--- src/core_ops_pkg.sv ---
// Shared constants and carrier types for the negate and return-stack execution block.
package core_ops_pkg;

  localparam int unsigned DATA_W = 8;
  localparam int unsigned ADDR_W = 12;
  localparam int unsigned PC_W = 21;
  localparam int unsigned STACK_DEPTH = 31;
  localparam int unsigned SP_W = 5;

  localparam logic [15:0] NEG_MASK = 16'hfe00;
  localparam logic [15:0] NEG_MATCH = 16'h6c00;
  localparam int unsigned ACCESS_BIT = 8;
  localparam logic [15:0] POP_CODE = 16'h0006;
  localparam logic [15:0] PUSH_CODE = 16'h0005;

  localparam logic [7:0] INDEXED_LIMIT = 8'h5f;
  localparam logic [7:0] ACCESS_LOW_LIMIT = 8'h5f;
  localparam logic [3:0] ACCESS_HIGH_BANK = 4'hf;
  localparam logic [PC_W-1:0] PC_STEP = 21'h000002;
  localparam logic [SP_W-1:0] SP_RESET = 5'h00;
  localparam logic [SP_W-1:0] SP_ONE = 5'h01;
  localparam logic [1:0] Q_LAST = 2'h3;

  localparam int unsigned FLAG_C = 0;
  localparam int unsigned FLAG_DIGIT_CARRY = 1;
  localparam int unsigned FLAG_Z = 2;
  localparam int unsigned FLAG_OVERFLOW = 3;
  localparam int unsigned FLAG_N = 4;

  typedef enum logic [1:0] {
    OP_NONE,
    OP_NEGATE,
    OP_POP,
    OP_PUSH
  } op_kind_t;

  typedef struct packed {
    logic c;
    logic digit_carry_flag;
    logic z;
    logic overflow_flag;
    logic n;
  } status_flags_t;

  typedef struct packed {
    logic [15:0] word;
    logic [PC_W-1:0] pc;
    logic valid;
  } instr_in_t;

  typedef struct packed {
    logic write;
    logic [ADDR_W-1:0] addr;
    logic [DATA_W-1:0] data;
  } data_write_t;

endpackage

--- src/negate_unit.sv ---
// Two's complement negation with arithmetic status flag generation.
`timescale 1ns/1ns
module negate_unit
  import core_ops_pkg::*;
(
  // Operand
  input wire logic [DATA_W-1:0] operand,
  // Result
  output logic [DATA_W-1:0] result,
  output status_flags_t flags
);

  logic [DATA_W:0] sum;
  logic [4:0] low_sum;

  // Negation is computed as the inverse plus one so carries match a real subtract.
  always_comb begin
    sum = {1'b0, ~operand} + {{DATA_W{1'b0}}, 1'b1};
    low_sum = {1'b0, ~operand[3:0]} + 5'h01;
    result = sum[DATA_W-1:0];
    flags.c = sum[DATA_W];
    flags.digit_carry_flag = low_sum[4];
    flags.z = (sum[DATA_W-1:0] == '0);
    flags.n = sum[DATA_W-1];
    flags.overflow_flag = operand[DATA_W-1] & sum[DATA_W-1];
  end

endmodule

--- src/negate_and_stack_ops.sv ---
// Execution of the negate-file, pop and push instructions of an 8-bit core.
`timescale 1ns/1ns
module negate_and_stack_ops
  import core_ops_pkg::*;
(
  // Clock and reset
  input wire logic ref_clk,
  input wire logic rst_n,
  // Instruction from fetch, presented for a whole instruction cycle
  input wire instr_in_t instr,
  input wire logic [1:0] q_phase,
  // Addressing context
  input wire logic [3:0] bank_select_reg,
  input wire logic extended_set_en,
  input wire logic [ADDR_W-1:0] index_base,
  // Data memory
  output logic [ADDR_W-1:0] rd_addr,
  input wire logic [DATA_W-1:0] rd_data,
  output data_write_t mem_wr,
  // Status and stack
  output status_flags_t status_q,
  output logic status_we,
  output logic [PC_W-1:0] top_of_stack_entry,
  output logic [SP_W-1:0] stack_ptr,
  output logic stack_overflow,
  output logic stack_underflow
);

  function automatic op_kind_t decode_op(input logic [15:0] w);
    if ((w & NEG_MASK) == NEG_MATCH) begin
      decode_op = OP_NEGATE;
    end else if (w == POP_CODE) begin
      decode_op = OP_POP;
    end else if (w == PUSH_CODE) begin
      decode_op = OP_PUSH;
    end else begin
      decode_op = OP_NONE;
    end
  endfunction

  // The access bit wins over the extended set: indexed mode only replaces the low access range, offsets up to 8'h5f.
  // Bank, access and indexed modes all resolve to one 12-bit address here.
  function automatic logic [ADDR_W-1:0] file_addr(input logic [15:0] w, input logic [3:0] bank_sel,
                                                  input logic ext, input logic [ADDR_W-1:0] base);
    logic [7:0] f;
    f = w[7:0];
    if (w[ACCESS_BIT]) begin
      file_addr = {bank_sel, f};
    end else if (ext && f <= INDEXED_LIMIT) begin
      file_addr = base + {4'h0, f};
    end else if (f <= ACCESS_LOW_LIMIT) begin
      file_addr = {4'h0, f};
    end else begin
      file_addr = {ACCESS_HIGH_BANK, f};
    end
  endfunction

  // Return stack below the top entry: slot n-1 holds the n-th entry counted up from the bottom.
  // The top itself lives in a register so pop and push never wait on the array.
  logic [PC_W-1:0] stack_mem [STACK_DEPTH];

  // Decode.
  op_kind_t op;
  logic commit;

  // Operand address.
  logic [ADDR_W-1:0] addr_q, addr_d;

  // Write-back and status.
  data_write_t wr_q, wr_d;
  status_flags_t stat_q, stat_d;
  logic stat_we_q, stat_we_d;
  logic [DATA_W-1:0] neg_result;
  status_flags_t neg_flags;

  // Return stack.
  logic [PC_W-1:0] top_q, top_d;
  logic [SP_W-1:0] sp_q, sp_d;
  logic ovf_q, ovf_d, unf_q, unf_d;
  logic push_mem;
  logic stack_full;
  logic stack_empty;
  logic [SP_W-1:0] below_idx;

  negate_unit u_negate (
    .operand(rd_data),
    .result(neg_result),
    .flags(neg_flags)
  );

  // The word is held for the whole instruction cycle, so decode is combinational.
  // Everything commits in the last quarter so decode and the operand read settle first.
  always_comb begin
    op = instr.valid ? decode_op(instr.word) : OP_NONE;
    commit = (q_phase == Q_LAST);
  end

  // The address is latched on every edge while a negate is decoded, first at the end of the first quarter, giving the read three cycles to return.
  always_comb begin
    addr_d = addr_q;
    if (op == OP_NEGATE) begin
      addr_d = file_addr(instr.word, bank_select_reg, extended_set_en,
                         index_base);
    end
  end

  always_ff @(posedge ref_clk or negedge rst_n) begin
    if (!rst_n) begin
      addr_q <= '0;
    end else begin
      addr_q <= addr_d;
    end
  end

  // The result goes back to the address it was read from, as a one-cycle pulse.
  // A negate straight after reads in its last quarter, well after this pulse has landed.
  always_comb begin
    wr_d = '0;
    stat_d = stat_q;
    stat_we_d = 1'b0;
    if (commit && op == OP_NEGATE) begin
      wr_d.write = 1'b1;
      wr_d.addr = addr_q;
      wr_d.data = neg_result;
      stat_d = neg_flags;
      stat_we_d = 1'b1;
    end
  end

  always_ff @(posedge ref_clk or negedge rst_n) begin
    if (!rst_n) begin
      wr_q <= '0;
      stat_q <= '0;
      stat_we_q <= 1'b0;
    end else begin
      wr_q <= wr_d;
      stat_q <= stat_d;
      stat_we_q <= stat_we_d;
    end
  end

  // A push on a full stack and a pop on an empty one change nothing but raise a
  // sticky flag, which only reset clears, so the fault can still be found later.
  // An empty stack shows zero as its top.
  always_comb begin
    stack_full = (sp_q == SP_W'(STACK_DEPTH));
    stack_empty = (sp_q == SP_RESET);
    below_idx = sp_q - SP_ONE - SP_ONE;
    top_d = top_q;
    sp_d = sp_q;
    ovf_d = ovf_q;
    unf_d = unf_q;
    push_mem = 1'b0;
    if (commit) begin
      unique case (op)
        OP_PUSH: begin
          if (stack_full) begin
            ovf_d = 1'b1;
          end else begin
            push_mem = !stack_empty;
            top_d = instr.pc + PC_STEP;
            sp_d = sp_q + SP_ONE;
          end
        end
        OP_POP: begin
          if (stack_empty) begin
            unf_d = 1'b1;
          end else begin
            sp_d = sp_q - SP_ONE;
            top_d = (sp_q == SP_ONE) ? '0 : stack_mem[below_idx];
          end
        end
        OP_NEGATE, OP_NONE: begin
        end
      endcase
    end
  end

  always_ff @(posedge ref_clk or negedge rst_n) begin
    if (!rst_n) begin
      top_q <= '0;
      sp_q <= SP_RESET;
      ovf_q <= 1'b0;
      unf_q <= 1'b0;
    end else begin
      top_q <= top_d;
      sp_q <= sp_d;
      ovf_q <= ovf_d;
      unf_q <= unf_d;
    end
  end

  // The old top sinks into the array as the new one takes its place.
  // The array needs no reset: nothing below the top is read until it has been written.
  always_ff @(posedge ref_clk) begin
    if (push_mem) begin
      stack_mem[sp_q - SP_ONE] <= top_q;
    end
  end

  // Every output is a plain copy of a register.
  always_comb begin
    rd_addr = addr_q;
    mem_wr = wr_q;
    status_q = stat_q;
    status_we = stat_we_q;
    top_of_stack_entry = top_q;
    stack_ptr = sp_q;
    stack_overflow = ovf_q;
    stack_underflow = unf_q;
  end

endmodule

--- config.mk ---
export PLATFORM = sky130hd
export DESIGN_NAME = negate_and_stack_ops
export DESIGN_NICKNAME = d
export VERILOG_FILES = /design/src/core_ops_pkg.sv /design/src/negate_unit.sv /design/src/negate_and_stack_ops.sv
export SDC_FILE = /design/constraint.sdc
export NUM_CORES = 1
export LEC_CHECK = 0
export ABC_AREA = 1
export BUFFER_PORTS_ARGS = -buffer_cell sky130_fd_sc_hd__buf_2
export CORE_UTILIZATION = 40
export DETAILED_ROUTE_END_ITERATION = 7
export PLACE_DENSITY_LB_ADDON = 0.15
export SLEW_MARGIN = 10
export SYNTH_ARGS = -nofsm -noshare
export SYNTH_HDL_FRONTEND = slang
export SYNTH_HIERARCHICAL = 1
export SYNTH_SLANG_ARGS = --single-unit
--- constraint.sdc ---
create_clock -name ref_clk -period 3.8 [get_ports ref_clk]
set_input_delay 0.19 -clock ref_clk [delete_from_list [all_inputs] [get_ports ref_clk]]
set_output_delay 0.19 -clock ref_clk [all_outputs]
set_load 0.02 [all_outputs]
### Yosys cells after proc, flatten, opt, wreduce, memory -nomap -nowiden

Memory sizes are Yosys's and may differ from the RTL's.
Index checks and enable logic that the tools add are counted.

| word-level totals | value |
|---|---|
| bits in registers | 67 |
| bits in writable memories | 651 |
| bits of input ports | 67 |
| output and inout port bits | 67 |
| word-level logic and storage cells | 67 |
| memories | 1 |

| operators by class | value |
|---|---|
| add/subtract/negate cells | 7 |
| magnitude comparators | 1 |
| eq/ne operators | 11 |
| mux-type cells | 21 |
| bitwise operators | 3 |
| reductions and logical operators | 9 |

Memories:

| memory | depth | bits a word | read ports | clocked after Yosys merged registers in | write ports | line | RTL |
|---|---|---|---|---|---|---|---|
| stack_mem | 31 | 21 | 1 | 0 | 1 | negate_and_stack_ops.sv:60 | `logic [PC_W-1:0] stack_mem [STACK_DEPTH];` |

Operators by type and width:

| operator | number |
|---|---|
| $mux W21 | 4 |
| $pmux W21 S2 | 1 |
| $mux W12 | 3 |
| $eq A16 B3 Y1 const B | 2 |
| $add A21 B2 Y21 const B | 1 |
| $add A12 B8 Y12 | 1 |
| $mux W5 | 2 |
| $pmux W5 S2 | 1 |
| $sub A5 B1 Y5 const B | 2 |
| $add A8 B1 Y9 const B | 1 |
| $le A8 B7 Y1 const B | 1 |
| $logic_not A8 Y1 | 1 |
| $mux W2 | 4 |
| $not A8 Y8 | 1 |
| $eq A7 B6 Y1 const B | 1 |
| $eq A2 B2 Y1 const B | 3 |
| $mux W1 | 6 |
| $reduce_and A3 Y1 | 2 |
| $add A4 B1 Y5 const B | 1 |
| $add A5 B1 Y5 const B | 1 |
| $eq A5 B1 Y1 const B | 1 |
| $eq A5 B5 Y1 const B | 1 |
| $logic_not A5 Y1 | 1 |
| $ne A2 B2 Y1 const B | 2 |
| 7 further kinds | 8 |

### Depth between registers and ports, before layout

Gate-level depths: netlist (run 1).

| logic depth | value |
|---|---|
| depth after elaboration | 10 |
| gate-level depth with buffers | 20 |
| gate-level depth less buffers | 16 |

### Hierarchy

Netlist (run 1), hierarchy kept.

By module, submodules not included:

| module | instances | cells each | area each (µm²) | sequential area each (µm²) |
|---|---|---|---|---|
| negate_and_stack_ops | 1 | 2869 | 30744.5 | 21200.3 |
| negate_unit | 1 | 43 | 220.2 | 0.0 |

### Least setup slack after synthesis (run 1)

No wires, ideal clock.

| timing path | value |
|---|---|
| path type | reg-to-reg |
| from | register sp_q[0], in the netlist stack_ptr[0] |
| to | memory stack_mem[0][0], enable pin |
| data arrival time | 2.888 ns |
| data required time | 3.401 ns |
| slack | 0.513 ns |
| stages on the path, launching flop included | 11 |
| buffers on the path | 3 |
| clock period less this slack | 3.287 ns |
| path through | dfrtp_1 buf_4 inv_4 buf_2 buf_2 ha_1 inv_1 nor2_1 nor4_4 nand2_1 nor2_1 |

| on the way | value |
|---|---|
| cells in the longest elaborated chain, start to end | 7 |

Ends and longest elaborated chain:

| element | line | RTL |
|---|---|---|
| start: declaration | negate_and_stack_ops.sv:78 | `logic [SP_W-1:0] sp_q, sp_d;` |
| start signal: assignment | negate_and_stack_ops.sv:187 | `sp_q <= sp_d;` |
| $logic_not A5 Y1 | negate_and_stack_ops.sv:147 | `stack_empty = (sp_q == SP_RESET);` |
| $logic_not A1 Y1 | negate_and_stack_ops.sv:160 | `push_mem = !stack_empty;` |
| $mux W1 | negate_and_stack_ops.sv:157 | `if (stack_full) begin` |
| $mux W1 | negate_and_stack_ops.sv:155 | `unique case (op)` |
| $mux W1 | negate_and_stack_ops.sv:154 | `if (commit) begin` |
| $mux W1 | negate_and_stack_ops.sv:196 | `if (push_mem) begin` |
| $mux W1 (not written as such) | negate_and_stack_ops.sv:197 | `stack_mem[sp_q - SP_ONE] <= top_q;` |
| end: declaration | negate_and_stack_ops.sv:60 |  |

Several ways; a longest one is shown, not always the timed one.

### Final worst setup path (run 1)

| timing path | value |
|---|---|
| from | register sp_q[0], in the netlist stack_ptr[0] |
| to | register top_q[20], in the netlist top_of_stack_entry[20] |

| on the way | value |
|---|---|
| cells in the longest elaborated chain, start to end | 6 |

Ends and longest elaborated chain:

| element | line | RTL |
|---|---|---|
| $sub A5 B1 Y5 (2 in a row) | negate_and_stack_ops.sv:148 | `below_idx = sp_q - SP_ONE - SP_ONE;` |
| $mem_v2 Z31 W21 | n/a |  |
| $mux W21 | negate_and_stack_ops.sv:170 | `top_d = (sp_q == SP_ONE) ? '0 : stack_mem[below_idx];` |
| $mux W21 | negate_and_stack_ops.sv:166 | `if (stack_empty) begin` |
| $pmux W21 S2 | negate_and_stack_ops.sv:155 |  |
| end signal: assignment | negate_and_stack_ops.sv:186 | `top_q <= top_d;` |
| end: declaration | negate_and_stack_ops.sv:77 | `logic [PC_W-1:0] top_q, top_d;` |

Several ways; a longest one is shown, not always the timed one. The select of a mux whose other input is x is not followed.
A chain may end at the register's enable or synchronous reset.

==> results.txt, run 1 <==
status: completed
Worst R2R Path Depth: 12
Remaining Overflow, GRT: 0
Die W: 280 um
largest net degree at the start of global routing: 152
Via Count: 22000
reg2reg end: top_of_stack_entry[20]
hold endpoint: top_of_stack_entry[20]
Peak Freq: 0.305 GHz
hold depth: 7
CP Class: reg2reg
total power: 16.0 mW
clock-pin slew on the worst setup and hold paths: 0.06 ns
met3 GRT Util: 0.0363
register bit total from synthesis: 717
synth warn: 6
Root Buffer: clkbuf_16
clk buf depth: 3
CTS H-tree lvls: 3
syn_nets: 2998
floorplan core area: 76300 um^2
Mapped Cells: 2912
max_cap viols: 0
worst skew pair latency: 0.63 ns
worst reg2reg startpoint: stack_ptr[0]
Critical Path Fanout Max: 135
total track usage: 0.236
initial antenna violation count: 1
Yosys cell types: 42
period utilization: 0.863
CTS sink cnt: 717
most frequent cells in the layout: nand2_1, edfxtp_1, nand3_1, inv_1, buf_2
Final ANT Viol Nets: 0
layout net count: 3171
P_leak: 12.8 nW
Rows: 101
post-synthesis sequential area ratio: 0.685
clk_skew: 0.0269 ns
mapped cell area: 31000 um^2
Reg area: 21200 um^2
DR WL/cell: 22.2 um
Hold Path Class: in2reg
RD Place Congestion: 0.914
flop-to-flop setup slack: 0.52 ns
post-cts sizing count: 0
Tmin final: 3.28 ns
RSZ-0062 raised after global routing: no
Post-Route WL: 93000 um
CTS tree: built
Slew Limit Fails: 0
Area growth syn-to-layout: 15.3%
global-route wire length before repair: 138000 um
met2 Usage GRT: 0.370
hpwl dp: 57400 um
footprint of the multi-input gates: 8520 um^2
Fillers: 7104
CTS Buf Count: 78
Critical Path Start Type: flop
crit path DAT: 3.83 ns
worst hold start: instr[21]
vias in the first global route: 20900
Initial DRC Count: 2589
routed vias/inst: 5.27
DR DRC count: 0
GR Layer Usage met1: 0.340
Final setup viols: 0
Worst IR Drop VDD: 0.000338 V
Worst-Margin Slew: 1.12 ns
CP Capture Type: flop
share of layout cells above drive strength 1: 0.127
final core utilization: 0.468
commonest non-fill, non-tap cell in the layout: nand2_1
I/O pin count: 134
Final Hold Fails: 0
I/O Buffers: 133
DRT Pass-1 Iters: 5
Power per Cell Area: 448 nW/um^2
relative slew slack: 0.252
Sum Neg Setup Slack: 0 ns
GRT Max-Usage Layer: met2
area of the die: 78500 um^2
chip height: 280 um
Critical Path RT: 4.35 ns
Initial Util: 0.406
syn_area_per_cell: 10.6 um^2
## final cells by class
class                      count  area share
sequential                   717       0.595
clock inverter                36     0.00732
multi-input combinational   1894       0.239
timing repair buffer         245      0.0482
tap                         1030      0.0361
clock buffer                 105      0.0593
antenna                        2    0.000140
inverter                     149      0.0159
## Yosys cell counts (all sizes together)
cell,number,share of area
ha,18,0.0073
nor3,1,0.00016
o21ai,62,0.010
inv,148,0.018
edfxtp,651,0.63
o22a,1,0.00028
nand2,1080,0.13
clkbuf,29,0.0035
nor2,135,0.018
and3,1,0.00020
dfrtp,66,0.053
o211ai,3,0.00073
nor4,1,0.00069
buf,123,0.022
xnor2,4,0.0011
a21o,3,0.00073
nand4,10,0.0024
nand3b,3,0.00073
a22oi,7,0.0017
a31oi,1,0.00020
o21bai,2,0.00048
nand3,506,0.082
a21oi,18,0.0029
a21boi,22,0.0053
fa,1,0.00065
or2,3,0.00061
clkinv,1,0.00012
xor2,12,0.0034
## sequential cells by signal (all words and copies together) (netlist names)
signal,cells
mem_wr,20
stack_ptr,5
stack_overflow,1
stack_mem,651
status_we,1
rd_addr,12
top_of_stack_entry,21
status_q,5
stack_underflow,1
## kinds of logic (layout without fill, tap and decap cells)
logic type / after synthesis / in the layout / share of synthesized area
AOI/OAI and AO/OA: 119 / 119 / 0.0224
other: 0 / 2 / 0
xor gates and xnor gates: 16 / 16 / 0.00453
and+or+nand+nor: 1740 / 1740 / 0.237
DFF: 717 / 717 / 0.685
adders and majority gates: 19 / 19 / 0.00792
buffers and inverters: 301 / 535 / 0.0436
## power breakdown
| group | internal, mW | switching (mW) | leakage (nW) | total (mW) |
|---|---|---|---|---|
| sequential | 8.49 | 0.00786 | 4.37 | 8.50 |
| clock | 4.11 | 3.08 | 1.15 | 7.19 |
| combinational | 0.112 | 0.180 | 7.32 | 0.293 |
| total | 12.7 | 3.27 | 12.8 | 16.0 |
## repair_timing
| action | in CTS | in global routing |
|---|---|---|
| hold buffers | 34 | 0 |
| buffers inserted | 0 | 0 |
| endpoints found under the hold margin | 73 | 0 |
## metal layers
layer,wire length (um),up-vias
li1,-,10200
met1,41200,10800
met2,42500,867
met3,6560,148
met4,2620,0
met5,0,-
## worst max-delay path by stage
stage	start	end	slack, ns	cells after the start
6_report	stack_ptr[0]	top_of_stack_entry[20]	0.52	12
5_1_grt	stack_ptr[0]	top_of_stack_entry[20]	0.31	12
4_1_cts	stack_ptr[0]	top_of_stack_entry[16]	0.54	12
3_5_place_dp	stack_ptr[0]	top_of_stack_entry[16]	0.55	12
3_3_place_gp	stack_ptr[0]	top_of_stack_entry[20]	0.56	15
2_1_floorplan	stack_ptr[0]	stack_mem[0][0]	0.51	10
## worst max-delay path: stages, from the launching register on
cell and delay, ns:
dfrtp_4 0.61, buf_12 0.50, buf_4 0.74, nand2_1 0.11, nand3_1 0.12, nand2_1 0.07
nand2_1 0.08, nand3_1 0.15, nand3_1 0.18, nand3_1 0.23, nand3_1 0.15, nand2_1 0.06
inv_1 0.04
## per-stage QoR
step,cell area [um^2],hold slack (ns),std cells,setup slack [ns]
finish,35700,0.0359,4178,0.521
global route,35700,0.0576,4176,0.308
CTS,35700,0.00522,4176,0.542
detailed placement,33000,0.279,4001,0.550
global placement,33000,0.268,4001,0.559
floorplan,31000,-0.106,2912,0.513
Note: power is estimated with default switching activity, not from simulation.
==> run 2, diff against run 1 <==
CELL_PAD_IN_SITES_DETAIL_PLACEMENT = 0   (was unset)
CELL_PAD_IN_SITES_GLOBAL_PLACEMENT = 1   (was unset)
==> run 2 against run 1 <==
  * First-iteration DRC count fell by 25%
  * Global-route usage fell by 0.19 points
  * Clock power rose by 9.5%
  * Sequential power barely moved
  * Combinational power barely moved
  * Die area did not move
  * Fmax rose by 4.1%
  * Non-clock buffer count rose by 11
  * Worst setup slack improved by 0.13 ns
  * Cell area rose by 1.2%
  * Sequential share of layout area fell by 0.77 points
  * Routed wire length fell by 1.4%
==> results.txt, run 2 (same netlist as run 1, synthesis figures left out) <==
Peak Freq: 0.317 GHz (+4.1%)
Worst R2R Path Depth: 13 (+1)
clock-pin slew on the worst setup and hold paths: 0.06 ns (about the same)
floorplan core area: 76300 um^2 (unchanged)
P_leak: 13.0 nW (+1.7%)
CTS sink cnt: 717 (unchanged)
max FFs per register: 651 (unchanged)
DR DRC count: 0 (unchanged)
commonest non-fill, non-tap cell in the layout: nand2_1
Rows: 101 (unchanged)
Critical Path Start Type: flop
Final Hold Fails: 0 (unchanged)
clk buf depth: 3 (unchanged)
max_cap viols: 0 (unchanged)
Die W: 280 um (unchanged)
I/O pin count: 134 (unchanged)
Slew Limit Fails: 0 (unchanged)
placed cells: 4010 (+0.22%)
final cell count without fillers: 4196 (+0.43%)
Remaining Overflow, GRT: 0 (unchanged)
vias in the first global route: 20900 (-0.029%)
Tmin final: 3.15 ns (-0.130 ns)
CTS Buf Count: 80 (+2.6%)
DR WL/cell: 21.8 um (-1.8%)
crit path DAT: 3.71 ns (-0.12 ns)
Initial DRC Count: 1939 (-25%)
Post-Layout Inst Area: 36100 um^2 (+1.2%)
Final setup viols: 0 (unchanged)
Gate power share: 0.018 (about the same)
routed vias/inst: 5.17 (-2.0%)
Area growth syn-to-layout: 16.7%
Final ANT Viol Nets: 0 (unchanged)
CTS H-tree lvls: 3 (unchanged)
layout net count: 3184 (+0.41%)
Root Buffer: clkbuf_16
RD Place Congestion: 0.862 (-5.6%)
largest net degree at the start of global routing: 179 (+18%)
Post-DP Area: 33100 um^2 (+0.29%)
Initial Util: 0.406 (unchanged)
RSZ-0062 raised after global routing: no
status: completed
I/O Buffers: 133 (unchanged)
Critical Path RT: 4.36 ns (about the same)
Worst-Margin Slew: 1.29 ns (+0.166 ns)
Sum Neg Setup Slack: 0 ns (unchanged)
fin worst setup slack: 0.650 ns (+0.130 ns)
CP Class: reg2reg
Int Power: 13.3 mW (+4.4%)
share of layout cells above drive strength 1: 0.130 (+0.00299)
Reg area: 21200 um^2 (about the same)
Top cell by count, worst path: nand3_1
footprint of the multi-input gates: 8520 um^2 (unchanged)
Critical Path Fanout Max: 38 (-72%)
Hold Path Class: in2reg
worst path cell trace: inv_8, ha_1, inv_1, nand2_2, nand3_1, inv_1, nand2_1, nand2_2, buf_4, nand3_1, nand3_1, nand3_1, a21boi_1
total power: 16.7 mW (+4.2%)
hold depth: 5 (-2)
clk_skew: 0.0232 ns (-0.00370 ns)
slowest stage delay, CP: 0.61 ns (-0.13 ns)
Reg with most FFs: stack_mem
relative slew slack: 0.141 (-0.111)
worst skew pair latency: 0.64 ns (about the same)
pre-CTS WS: 0.671 ns (+0.121 ns)
switching part of the total power: 0.203 (-0.00115)
most frequent cells in the layout: nand2_1, edfxtp_1, nand3_1, inv_1, buf_2
area of the die: 78500 um^2 (unchanged)
Worst IR Drop VDD: 0.000380 V (+12%)
Post-Route WL: 91700 um (-1.4%)
Worst path slowest cell: dfrtp_4
Seq pwr share: 0.510 (-0.022)
Via Count: 21700 (-1.6%)
# diodes: 0 (-2)
initial antenna violation count: 1 (unchanged)
Power per Cell Area: 461 nW/um^2 (+3.0%)
total track usage: 0.235 (-0.00187)
global-route wire length before repair: 136000 um (-0.81%)
DRT Pass-1 Iters: 5 (unchanged)
chip height: 280 um (unchanged)
CTS tree: built
P_sw: 3.39 mW (+3.7%)
hpwl dp: 54600 um (-5.0%)
CP Capture Type: flop
clock power share: 0.472 (+0.022)
Fillers: 7096 (-0.11%)
period utilization: 0.829 (-0.0341)
-- run 2: cell types whose count changed in the layout (fill, tap and decap cells not counted), sizes merged --
| cell | previous run | this run |
|---|---|---|
| buf | 211 | 220 |
| diode | 2 | 0 |
| clkinv | 28 | 33 |
| bufinv | 3 | 9 |
| inv | 152 | 150 |
| clkbuf | 105 | 107 |
| clkinvlp | 2 | 0 |
| dlygate4sd3 | 34 | 36 |
-- run 2: routing by layer --
layer / track usage / wire [um]
met5: 0 / 0
met2: 0.374 / 42800
met1: 0.337 / 42200
met3: 0.0326 / 4720
met4: 0.0593 / 1960
-- run 2: area by class of cell --
cell class,instances,area share
flip-flops and latches,717,0.587
multi-input cells,1894,0.236
clock buffers,107,0.0599
repair buffers,256,0.0514
well taps,1030,0.0357
inverters,149,0.0157
clock inverters,43,0.0148
-- run 2: worst paths after layout --
check | startpoint | endpoint | slack [ns]
setup / recovery | stack_ptr[0] | top_of_stack_entry[15] | 0.65
hold / removal | instr[1] | top_of_stack_entry[0] | 0.06
setup reg to reg | stack_ptr[0] | top_of_stack_entry[15] | 0.65
hold reg to reg | status_q[0] | status_q[0] | 0.47
max in group asynchronous | rst_n | stack_ptr[0] | 2.76
min in group asynchronous | rst_n | mem_wr[18] | 0.26
-- run 2: power by group through the flow --
stage          sequential, mW  combinational, mW  clock (mW)
5_1_grt                  8.50              0.329        8.32
2_1_floorplan            8.68              0.125           0
3_3_place_gp             8.67              0.267           0
3_5_place_dp             8.67              0.268           0
4_1_cts                  8.50              0.298        8.02
6_report                 8.50              0.295        7.87
-- run 2: critical path, delay by kind of cell, from the launching register on --
| family | cells | cell delay [ns] |
|---|---|---|
| AND/OR/NAND/NOR | 7 | 1.07 |
| AO/OA/AOI/OAI | 1 | 0.16 |
| adder cells (fa/ha/maj) | 1 | 0.28 |
| flip-flops | 1 | 0.61 |
| buffers and inverters | 4 | 0.92 |
-- run 2: timing repair --
action                                  CTS  global route
hold buffers                             36             0
resized for setup                         0             0
endpoints found under the hold margin    93             0
endpoints found under the setup margin    0             0
buffers inserted                          0             0
-- run 2: stage by stage --
step                utilization  hold slack [ns]
floorplan                     -           -0.106
global placement          0.433            0.391
detailed placement        0.433            0.399
CTS                       0.473           0.0408
global route              0.473           0.0653
finish                    0.473           0.0582
